**config.mk**
```make
export PLATFORM = sky130hd
export DESIGN_NAME = scp_device_flat
export DESIGN_NICKNAME = d
export VERILOG_FILES = /design/src/rtl/scp_pkg.sv /design/src/rtl/scp_if.sv /design/src/rtl/scp_device.sv /design/src/rtl/scp_sync.sv /design/src/flat_wrapper.sv
export VERILOG_INCLUDE_DIRS = /design/src /design/src/rtl
export SDC_FILE = /design/constraint.sdc
export NUM_CORES = 1
export LEC_CHECK = 0
export BUFFER_PORTS_ARGS = -buffer_cell sky130_fd_sc_hd__buf_2
export CELL_PAD_IN_SITES_DETAIL_PLACEMENT = 0
export CELL_PAD_IN_SITES_GLOBAL_PLACEMENT = 2
export CORE_UTILIZATION = 32
export DETAILED_ROUTE_END_ITERATION = 8
export PLACE_DENSITY_LB_ADDON = 0.1
export REMOVE_ABC_BUFFERS = 1
export SYNTH_ARGS = -nofsm -noshare
export SYNTH_HDL_FRONTEND = slang
export SYNTH_SLANG_ARGS = --single-unit
```
**constraint.sdc**
```tcl
create_clock -name clk -period 2.1 [get_ports clk]
set_input_delay 0.42 -clock clk [delete_from_list [all_inputs] [get_ports clk]]
set_output_delay 0.42 -clock clk [all_outputs]
set_load 0.1 [all_outputs]
```
**src/rtl/scp_regs.svh**
```systemverilog
// constants for the serial command port
`ifndef SCP_REGS_SVH
`define SCP_REGS_SVH
`define SCP_OP_READ 4'h2
`define SCP_OP_WRITE 4'h4
`define SCP_OP_RESET 7'h03
`define SCP_TIMEOUT_BITS 18
`define SCP_RST_HOLD 2'h2
`define SCP_NUM_REGS 5'h09
`define SCP_DFLT_R0 8'h18
`define SCP_DFLT_R3 8'h07
`define SCP_DFLT_OTHER 8'h00
`define SCP_BIT_LAST 3'h7
`define SCP_HOST_DIV 4'h6
`endif

```
**src/rtl/scp_pkg.sv**
```systemverilog
// types shared by both ends of the serial command port
`default_nettype none
package scp_pkg;
	typedef enum logic [2:0] {
		SCP_CMD1,
		SCP_CMD2,
		SCP_RDATA,
		SCP_WDATA,
		SCP_SKIP
	} scp_dev_state_e;
	typedef enum logic [2:0] {
		SCP_H_IDLE,
		SCP_H_LOW,
		SCP_H_HIGH,
		SCP_H_DONE
	} scp_host_state_e;
endpackage : scp_pkg
`default_nettype wire

```
**src/rtl/scp_if.sv**
```systemverilog
// four-wire link between host and device
`timescale 1ns/10ps
`default_nettype none
interface scp_if;
	logic cs_n; // chip select, low active
	logic sclk; // serial clock from host
	logic din; // host to device data
	logic dout; // device data out level
	logic dout_oe_n; // low while device drives dout
	modport device (input cs_n, input sclk, input din, output dout, output dout_oe_n);
	modport host (output cs_n, output sclk, output din, input dout, input dout_oe_n);
endinterface : scp_if
`default_nettype wire

```
**src/rtl/scp_device.sv**
```systemverilog
// device end of the serial command port with its register bank
`timescale 1ns/10ps
`default_nettype none
`include "scp_regs.svh"
module scp_device
	import scp_pkg::*;
#(
	parameter int NUM_REGS = 9,
	parameter int TIMEOUT_BITS = `SCP_TIMEOUT_BITS
) (
	input wire logic clk, // 200 MHz master clock
	input wire logic srst, // synchronous reset
	input wire logic ce, // clock enable
	scp_if.device link, // serial link
	input wire logic reset_powerdown_pin, // low holds device in reset
	output logic [NUM_REGS*8-1:0] regs_out, // register bank contents
	output logic in_reset // device held in reset
);
	initial begin
		if (NUM_REGS < 1 || NUM_REGS > 16 || TIMEOUT_BITS < 2) begin
			$error("scp_device: bad parameters");
		end
	end

	typedef struct packed {
		logic [2:0] sclk_hist;
		logic [1:0] hold_cnt;
		logic in_reset;
		scp_dev_state_e state;
		logic [2:0] bit_cnt;
		logic [7:0] shift_in;
		logic [7:0] shift_out;
		logic [4:0] ptr;
		logic [3:0] count;
		logic [TIMEOUT_BITS-1:0] idle_cnt;
		logic dout;
		logic dout_oe_n;
		logic [NUM_REGS*8-1:0] regs;
	} scp_dev_s;

	scp_dev_s st_reg;
	scp_dev_s st_next;
	logic [3:0] pins_sync;
	logic rst_pin_s;
	logic cs_n_s;
	logic sclk_s;
	logic din_s;
	logic [7:0] rd_byte;
	logic [7:0] rx_byte;
	logic rise;
	logic fall;
	logic port_reset;

	// pins cross into the master clock domain, reset pin included
	scp_sync #(.WIDTH(4)) u_sync (
		.clk(clk),
		.ce(ce),
		.d({link.cs_n, link.sclk, link.din, reset_powerdown_pin}),
		.q(pins_sync)
	);
	assign {cs_n_s, sclk_s, din_s, rst_pin_s} = pins_sync;

	function automatic logic [NUM_REGS*8-1:0] dflt_regs();
		logic [NUM_REGS*8-1:0] r;
		r = '0;
		for (int i = 0; i < NUM_REGS; i++) begin
			r[i*8 +: 8] = `SCP_DFLT_OTHER;
		end
		r[7:0] = `SCP_DFLT_R0;
		if (NUM_REGS > 3) begin
			r[31:24] = `SCP_DFLT_R3;
		end
		return r;
	endfunction : dflt_regs

	// register read mux, zero beyond the bank
	always_comb begin
		rd_byte = 8'h00;
		for (int i = 0; i < NUM_REGS; i++) begin
			if (st_reg.ptr == 5'(i)) begin
				rd_byte = st_reg.regs[i*8 +: 8];
			end
		end
	end

	assign rise = st_reg.sclk_hist[1] & ~st_reg.sclk_hist[2];
	assign fall = ~st_reg.sclk_hist[1] & st_reg.sclk_hist[2];
	assign rx_byte = {st_reg.shift_in[6:0], din_s};
	assign port_reset = cs_n_s | st_reg.in_reset
		| (&st_reg.idle_cnt & ~st_reg.sclk_hist[1]);

	// one next-state process for the whole end
	always_comb begin
		st_next = st_reg;
		st_next.sclk_hist = {st_reg.sclk_hist[1:0], sclk_s};
		// timeout only counts while clock sits low
		if (st_reg.sclk_hist[1]) begin
			st_next.idle_cnt = '0;
		end else begin
			st_next.idle_cnt = st_reg.idle_cnt + 1'b1;
		end
		// enable follows select; tied-low select keeps dout driven
		st_next.dout_oe_n = cs_n_s;
		// reset pin low holds, then one more cycle
		if (!rst_pin_s) begin
			st_next.in_reset = 1'b1;
			st_next.hold_cnt = `SCP_RST_HOLD;
			st_next.regs = dflt_regs();
		end else if (st_reg.hold_cnt != 2'h0) begin
			st_next.hold_cnt = st_reg.hold_cnt - 2'h1;
			st_next.in_reset = (st_reg.hold_cnt != 2'h1);
		end
		if (port_reset) begin
			st_next.state = SCP_CMD1;
			st_next.bit_cnt = 3'h0;
			st_next.dout = 1'b0;
		end else if (rise) begin
			st_next.shift_in = rx_byte;
			st_next.bit_cnt = st_reg.bit_cnt + 3'h1;
			if (st_reg.bit_cnt == `SCP_BIT_LAST) begin
				case (st_reg.state)
					SCP_CMD1: begin
						if (rx_byte[7:4] == `SCP_OP_READ) begin
							st_next.state = SCP_CMD2;
							st_next.count = 4'h0;
							st_next.ptr = {1'b0, rx_byte[3:0]};
						end else if (rx_byte[7:4] == `SCP_OP_WRITE) begin
							st_next.state = SCP_CMD2;
							st_next.count = 4'h1;
							st_next.ptr = {1'b0, rx_byte[3:0]};
						end else if (rx_byte[7:1] == `SCP_OP_RESET) begin
							st_next.regs = dflt_regs();
						end
						// other bytes fall through here
					end
					SCP_CMD2: begin
						st_next.state = st_reg.count[0] ? SCP_WDATA : SCP_RDATA;
						st_next.count = rx_byte[3:0];
					end
					SCP_WDATA: begin
						for (int i = 0; i < NUM_REGS; i++) begin
							if (st_reg.ptr == 5'(i)) begin
								st_next.regs[i*8 +: 8] = rx_byte;
							end
						end
						if (st_reg.ptr != 5'h1f) begin
							st_next.ptr = st_reg.ptr + 5'h1;
						end
						st_next.count = st_reg.count - 4'h1;
						st_next.state = (st_reg.count == 4'h0) ? SCP_CMD1 : SCP_WDATA;
					end
					SCP_RDATA: begin
						st_next.count = st_reg.count - 4'h1;
						st_next.state = (st_reg.count == 4'h0) ? SCP_CMD1 : SCP_RDATA;
					end
					default: begin
						st_next.state = SCP_CMD1;
					end
				endcase
			end
		end else if (fall) begin
			// output shifts on falling edges in read data only
			if (st_reg.state == SCP_RDATA) begin
				if (st_reg.bit_cnt == 3'h0) begin
					st_next.dout = rd_byte[7];
					st_next.shift_out = {rd_byte[6:0], 1'b0};
					if (st_reg.ptr != 5'h1f) begin
						st_next.ptr = st_reg.ptr + 5'h1;
					end
				end else begin
					st_next.dout = st_reg.shift_out[7];
					st_next.shift_out = {st_reg.shift_out[6:0], 1'b0};
				end
			end
		end
	end

	// state register, frozen while ce low
	always_ff @(posedge clk) begin
		if (srst) begin
			st_reg <= '{
				sclk_hist: 3'h0,
				hold_cnt: `SCP_RST_HOLD,
				in_reset: 1'b1,
				state: SCP_CMD1,
				bit_cnt: 3'h0,
				shift_in: 8'h00,
				shift_out: 8'h00,
				ptr: 5'h00,
				count: 4'h0,
				idle_cnt: '0,
				dout: 1'b0,
				dout_oe_n: 1'b1,
				regs: dflt_regs()
			};
		end else if (ce) begin
			st_reg <= st_next;
		end
	end

	assign link.dout = st_reg.dout;
	assign link.dout_oe_n = st_reg.dout_oe_n;
	assign regs_out = st_reg.regs;
	assign in_reset = st_reg.in_reset;
endmodule : scp_device
`default_nettype wire

```
**src/rtl/scp_sync.sv**
```systemverilog
// two-stage synchroniser for pin inputs
`timescale 1ns/10ps
`default_nettype none
module scp_sync #(
	parameter int WIDTH = 1
) (
	input wire logic clk, // system clock
	input wire logic ce, // clock enable
	input wire logic [WIDTH-1:0] d, // asynchronous inputs
	output logic [WIDTH-1:0] q // synchronised outputs
);
	logic [WIDTH-1:0] meta_reg;
	// first stage feeds only the second
	always_ff @(posedge clk) begin
		if (ce) begin
			meta_reg <= d;
			q <= meta_reg;
		end
	end
endmodule : scp_sync
`default_nettype wire

```
**src/flat_wrapper.sv**
```systemverilog
// flat-port wrapper written by rule: the top's interface ports become plain ports
module scp_device_flat import scp_pkg::*;
#(
	parameter int NUM_REGS = 9,
	parameter int TIMEOUT_BITS = `SCP_TIMEOUT_BITS
)
  (clk, srst, ce, reset_powerdown_pin, regs_out, in_reset, link_cs_n, link_sclk, link_din, link_dout, link_dout_oe_n);
  scp_if link_i ();
  input wire logic clk;
  input wire logic srst;
  input wire logic ce;
  input wire logic reset_powerdown_pin;
  output logic [NUM_REGS*8-1:0] regs_out;
  output logic in_reset;
  input wire logic [$bits(link_i.cs_n)-1:0] link_cs_n;
  input wire logic [$bits(link_i.sclk)-1:0] link_sclk;
  input wire logic [$bits(link_i.din)-1:0] link_din;
  output wire logic [$bits(link_i.dout)-1:0] link_dout;
  output wire logic [$bits(link_i.dout_oe_n)-1:0] link_dout_oe_n;
  assign link_i.cs_n = link_cs_n;
  assign link_i.sclk = link_sclk;
  assign link_i.din = link_din;
  assign link_dout = link_i.dout;
  assign link_dout_oe_n = link_i.dout_oe_n;
  scp_device #(.NUM_REGS(NUM_REGS), .TIMEOUT_BITS(TIMEOUT_BITS)) u_core (.clk(clk), .srst(srst), .ce(ce), .link(link_i), .reset_powerdown_pin(reset_powerdown_pin), .regs_out(regs_out), .in_reset(in_reset));
endmodule
```
# Word level (Yosys, flattened, before mapping)
# Cells that the tools add are included.
dict set report word_totals {
  ff_bits 137
  input_bits 7
  out_inout_bits 75
  word_cells 130
}
dict set report classes {
  n_addsub 5
  n_eq_ne 24
  muxes 54
  bitwise_logic 9
  reduce_logical 23
}
# operator count
set op_table {}
lappend op_table {{two-way mux 72 bit} 7}
lappend op_table {{two-way mux 8 bit} 19}
lappend op_table {{one-hot mux 72 bit (2 select lines)} 1}
lappend op_table {{two-way mux 9 bit} 3}
lappend op_table {{two-way mux 5 bit} 5}
lappend op_table {{equality test 5 x 3 -> 1 bit (second input constant)} 4}
lappend op_table {{adder 18 x 1 -> 18 bit (second input constant)} 1}
lappend op_table {{two-way mux 18 bit} 1}
lappend op_table {{AND reduction 18 bit} 1}
lappend op_table {{nonzero test 2 bit} 8}
lappend op_table {{two-way mux 3 bit} 5}
lappend op_table {{two-way mux 14 bit} 1}
lappend op_table {{one-hot mux 3 bit (4 select lines)} 1}
lappend op_table {{one-hot mux 4 bit (3 select lines)} 1}
lappend op_table {{equality test 5 x 2 -> 1 bit (second input constant)} 2}
lappend op_table {{one-hot mux 5 bit (2 select lines)} 1}
lappend op_table {{AND reduction 4 bit} 2}
lappend op_table {{AND reduction 8 bit} 1}
lappend op_table {{equality test 7 x 2 -> 1 bit (second input constant)} 1}
lappend op_table {{equality test 3 x 2 -> 1 bit (second input constant)} 2}
lappend op_table {{logical NOT 3 bit} 2}
lappend op_table {{two-way mux 1 bit} 6}
lappend op_table {{two-way mux 6 bit} 1}
lappend op_table {{AND reduction 6 bit} 1}
lappend op_table {{28 further kinds} 38}

# Logic depth before layout (Yosys ltp)
dict set report logic_depth {
  word_depth 15
  ltp_mapped 9
  mapped_depth_nobuf 7
}

# Cells and area by module
# From an unflattened synthesis, not the netlist that was laid out.
dict set report unflattened {
  cells_unflattened 1012
  area_unflattened_um2 8067.7
}
# mod n_inst cells_per_inst area_each_um2 seq_area_each_um2
set modules_own_cells {}
lappend modules_own_cells {scp_device 1 1004 7827.5 2522.4}
lappend modules_own_cells {scp_sync 1 8 240.2 240.2}

# Worst setup path before layout
# OpenSTA, ideal clock, no wires.
dict set report synth_timing {
  path_kind {reg-to-reg}
  startpoint {reg u_core.st_reg, in the netlist u_core.in_reset}
  endpoint {reg u_core.st_reg, in the netlist u_core.regs_out[16]}
  setup_time_ns 0.117
  t_arrival_ns 2.052
  t_required_ns 1.983
  setup_slack_ns -0.069
  stages_incl_launch_ff 6
  n_path_buf 1
  period_less_slack_ns 2.169
  path_cell_list {dfxtp_1 > nor4b_4 > nand2_1 > clkbuf_1 > nor2_1 > a22o_1}
}
dict set report synth_between {
  elab_chain_len 3
}
# element line_no
set synth_rtl {}
lappend synth_rtl {{start, declared} scp_device.sv:41} ;# scp_dev_s st_reg;
lappend synth_rtl {{start signal, assigned} scp_device.sv:181} ;# st_reg <= '{
lappend synth_rtl {{start signal, assigned} scp_device.sv:197} ;# st_reg <= st_next;
lappend synth_rtl {{OR 1 bit} scp_device.sv:89} ;# assign port_reset = cs_n_s | st_reg.in_reset
lappend synth_rtl {{OR 1 bit} scp_device.sv:90} ;# | (&st_reg.idle_cnt & ~st_reg.sclk_hist[1]);
lappend synth_rtl {{two-way mux 72 bit} scp_device.sv:113} ;# if (port_reset) begin
# No other way between the ends.
# A chain may end at the register's enable or synchronous reset.

# Worst setup path after layout
dict set report layout_timing {
  startpoint {reg u_core.st_reg[96] (netlist name)}
  endpoint {reg u_core.st_reg[108] (netlist name)}
}
dict set report layout_between {
  elab_chain_len 11
  elab_cells_between_ends 19
  classes_between {8 x eq/ne; 10 x mux; 1 x reduce/logical}
}
# element line_no
set layout_rtl {}
lappend layout_rtl {{logical NOT 5 bit} scp_device.sv:80} ;# if (st_reg.ptr == 5'(i)) begin
lappend layout_rtl {{two-way mux 8 bit (8 in series)} scp_device.sv:80}
lappend layout_rtl {{two-way mux 8 bit (*)} scp_device.sv:80}
lappend layout_rtl {{two-way mux 8 bit (*)} scp_device.sv:164} ;# if (st_reg.bit_cnt == 3'h0) begin
# Every way passes the cells marked *; elsewhere a longest branch is shown, timed or not.

==> results.py <==
metrics = {
    "die": {
        "die_x_microns": 151,
        "fp.dieArea_sq_um": 22800,
        "design.portCount": 82,
        "start_util": 0.326,
        "placeableCoreArea_sq_um": 21800,
        "placement_rows": 54,
        "die_height_microns": 151,
    },
    "sta": {
        "worst-slew-pin-transition_ns": 0.593,
        "max_frequency_mhz": 483,
        "final.setup_skew_ns": 0.0105,
        "finalHoldViolCount": 0,
        "layout_min_cycle_time_ns": 2.07,
        "maxSlewViolCount": 0,
        "rsz_0062_raised_after_global_routing": "false",
        "maxSlewHeadroom": 0.602,
        "fin_crit_sh": 0.986,
        "timing.final.setup_violations": 0,
    },
    "synth": {
        "synth-seq-cells": 134,
        "synth_top_cell_by_area": "dfxtp_1",
        "async_flop_share": 0,
        "synth_flop_cell": "dfxtp_1",
        "synth_area_leaders": "dfxtp_1, buf_4, a22o_1",
        "ys_seq_area_frac": 0.389,
        "syn_inst_count": 820,
        "mappedNetlistArea_sq_um": 7100,
        "yosys.area.top_type_share": 0.355,
        "synth-edff-count": 8,
        "synth_warnings": 0,
        "post_synthesis_cell_type_count": 67,
        "synth_area_per_cell_sq_um": 8.65,
    },
    "cts": {
        "cts_tree": "yes",
        "cts_htree_levels": 4,
        "cts.reportedPaths.clkPinSlew_ns": 0.06,
        "max-clock-path-buffers": 2,
        "cts_buffers": 17,
        "latest_clock_arrival_within_the_worst_skew_pair_ns": 0.42,
        "cts-hold-fix-buffers": 0,
        "cts_num_sinks": 134,
        "cts_root_buf": "clkbuf_16",
    },
    "critical_path": {
        "cp_data_required_time_ns": 2.45,
        "crit_path_cell_trace": "inv_2 -> ha_2 -> buf_6 -> buf_4 -> a221o_1 -> a211oi_1 -> a21oi_1 -> a21oi_1",
        "timing.critical_path.mode_cell": "a21oi_1",
        "max_fo_critical_path": 11,
        "cp-start-kind": "flop",
        "reg2reg_setup_slack_ns": 0.03,
        "setup.worst_path.start": "u_core.st_reg[96]",
        "timing_worst_setup_path_type": "reg2reg",
        "crit-reg2reg-launch": "u_core.st_reg[96]",
        "cp_num_buf_inv": 3,
        "worst_ep_arrival_time_ns": 2.42,
        "critPathMaxStageDelay_ns": 0.40,
        "worstSetupEndpointType": "flop",
        "slowest_stage": "a211oi_1",
        "timing.critical_path.max_delay_family": "compound AO/OA/AOI/OAI gates",
    },
    "pwr": {
        "worst_ir_drop_vdd_mv": 0.410,
        "power.density_cell_area_nw_per_um2": 670,
        "p_leak_uw": 0.00341,
    },
    "routing": {
        "drtIter0Drc": 437,
        "detail-route-antenna-nets": 0,
        "remaining_drc_errors": 0,
        "met2_length_mm": 10.9,
        "post_drt_via_cell_ratio": 5.41,
        "route.detailed.wl_per_inst_microns": 20.7,
        "highest_layer": "met4",
        "detail_route.first_pass.iterations": 5,
        "routed-via-count": 6421,
        "detail_route.wirelength.met1_mm": 12.3,
        "wl_mm": 24.5,
        "detailroute.wirelength.met3_microns": 856,
    },
    "layout": {
        "layoutNonFillerInstCount": 1186,
        "post_route_cells_drive_above_1_share": 0.283,
        "final_cell_mix": "dfxtp_1, nand2_1, buf_4, buf_2, a22o_1",
        "final_cell_area_sq_um": 8670,
        "diodes": 0,
        "number_of_flip_flops_in_the_largest_register": 72,
        "fin_nets": 917,
        "utilization": 0.398,
        "layout_commonest_cell": "dfxtp_1",
        "synthesis_to_layout_area_growth_pct": 22.2,
        "fillerInstances": 2232,
    },
    "placement": {
        "placement.cell_area_sq_um": 7830,
        "gp_congestion": 0.879,
        "placed_cells": 1151,
        "io_buffers": 81,
        "post-dp-hpwl_mm": 18.3,
    },
    "grt": {
        "first_global_vias": 6148,
        "global_route_wire_length_before_repair_mm": 37.1,
        "grt_remaining_overflow": 0,
        "grt_antenna_before_repair": 0,
        "grt_start_max_net_pins": 31,
        "grt_use_total": 0.220,
    },
    "run": {
        "max_cap_violations": 0,
    },
    "min_path": {
        "hp-start": "link_din",
        "worstHoldPathType": "in2reg",
    },
    "status": {
        "status": "finished, final reports clean",
    },
}
## final timing paths
check	cells after the start	endpoint
worst max-delay path	8	u_core.st_reg[108]
worst min-delay path	1	u_core.u_sync.meta_reg[1]
worst max register to register	8	u_core.st_reg[108]
worst min register to register	0	u_core.u_sync.q[2]
## where the power goes
| part | leakage, uW | switching, uW | internal [uW] | total [uW] |
|---|---|---|---|---|
| logic | 0.00204 | 139 | 65.3 | 204 |
| registers | 0.00110 | 15.0 | 2590 | 2600 |
| clock network | 0.000278 | 1240 | 1760 | 3000 |
| total | 0.00341 | 1390 | 4410 | 5810 |
## Yosys cell counts (all sizes together), types with 9 or more instances
library cell  instances
a21oi                50
a221o                 9
a22o                 48
a31oi                16
and2                 17
buf                  87
clkbuf               33
dfxtp               126
ha                   17
inv                  25
nand2                90
nand3                19
nand4                17
nor2                 46
nor3                 15
o21ai                42
o2bb2ai              21
o31ai                10
xnor2                 9
## per-layer routing
metal,track usage,up-vias
met3,0.0395,24
met4,0.0730,0
met2,0.328,154
met1,0.318,3173
li1,-,3070
met5,0,-
## cells by family (layout without fill, tap and decap cells)
family | count (synthesis) | after routing | synth area share
xor+xnor | 17 | 17 | 0.0210
fa+ha+maj | 17 | 17 | 0.0300
simple gates | 250 | 250 | 0.176
buf+inv | 145 | 231 | 0.116
mux | 8 | 8 | 0.0113
compound gates | 249 | 249 | 0.257
flops | 134 | 134 | 0.389
## worst reg2reg max path, stage by stage (launching register included)
cell and delay, ns:
dfxtp_4 0.38, inv_2 0.06, ha_2 0.20, buf_6 0.15, buf_4 0.18, a221o_1 0.35, a211oi_1 0.40, a21oi_1 0.15
a21oi_1 0.14
## layout make-up
| type | count | area, sq um | share of cell area |
|---|---|---|---|
| clock buffers | 18 | 429 | 0.0495 |
| clock inverters | 14 | 151 | 0.0175 |
| inverters | 25 | 93.8 | 0.0108 |
| multi-input cells | 541 | 3720 | 0.429 |
| flip-flops and latches | 134 | 2770 | 0.319 |
| well taps | 280 | 350 | 0.0404 |
| repair buffers | 174 | 1150 | 0.133 |
## per-stage QoR
step                      TNS (ns)  setup slack [ns]  total power (uW)  hold slack (ns)
after CTS                 -0.00989          -0.00563              5860            0.151
after detailed placement     -1.65            -0.681              2850            0.405
final                            0            0.0303              5810            0.171
after floorplan             -12.16            -0.230              2740            0.400
after global placement       -1.95            -0.671              2850            0.403
after global routing             0           0.00209              6010            0.149
## timing repair
action	in CTS	in global routing
cloned	0	0
pin swaps	2	7
resized for setup	20	33
buffers inserted	1	2
setup endpoints to repair	39	71
Note: power is estimated with default switching activity, not from simulation.
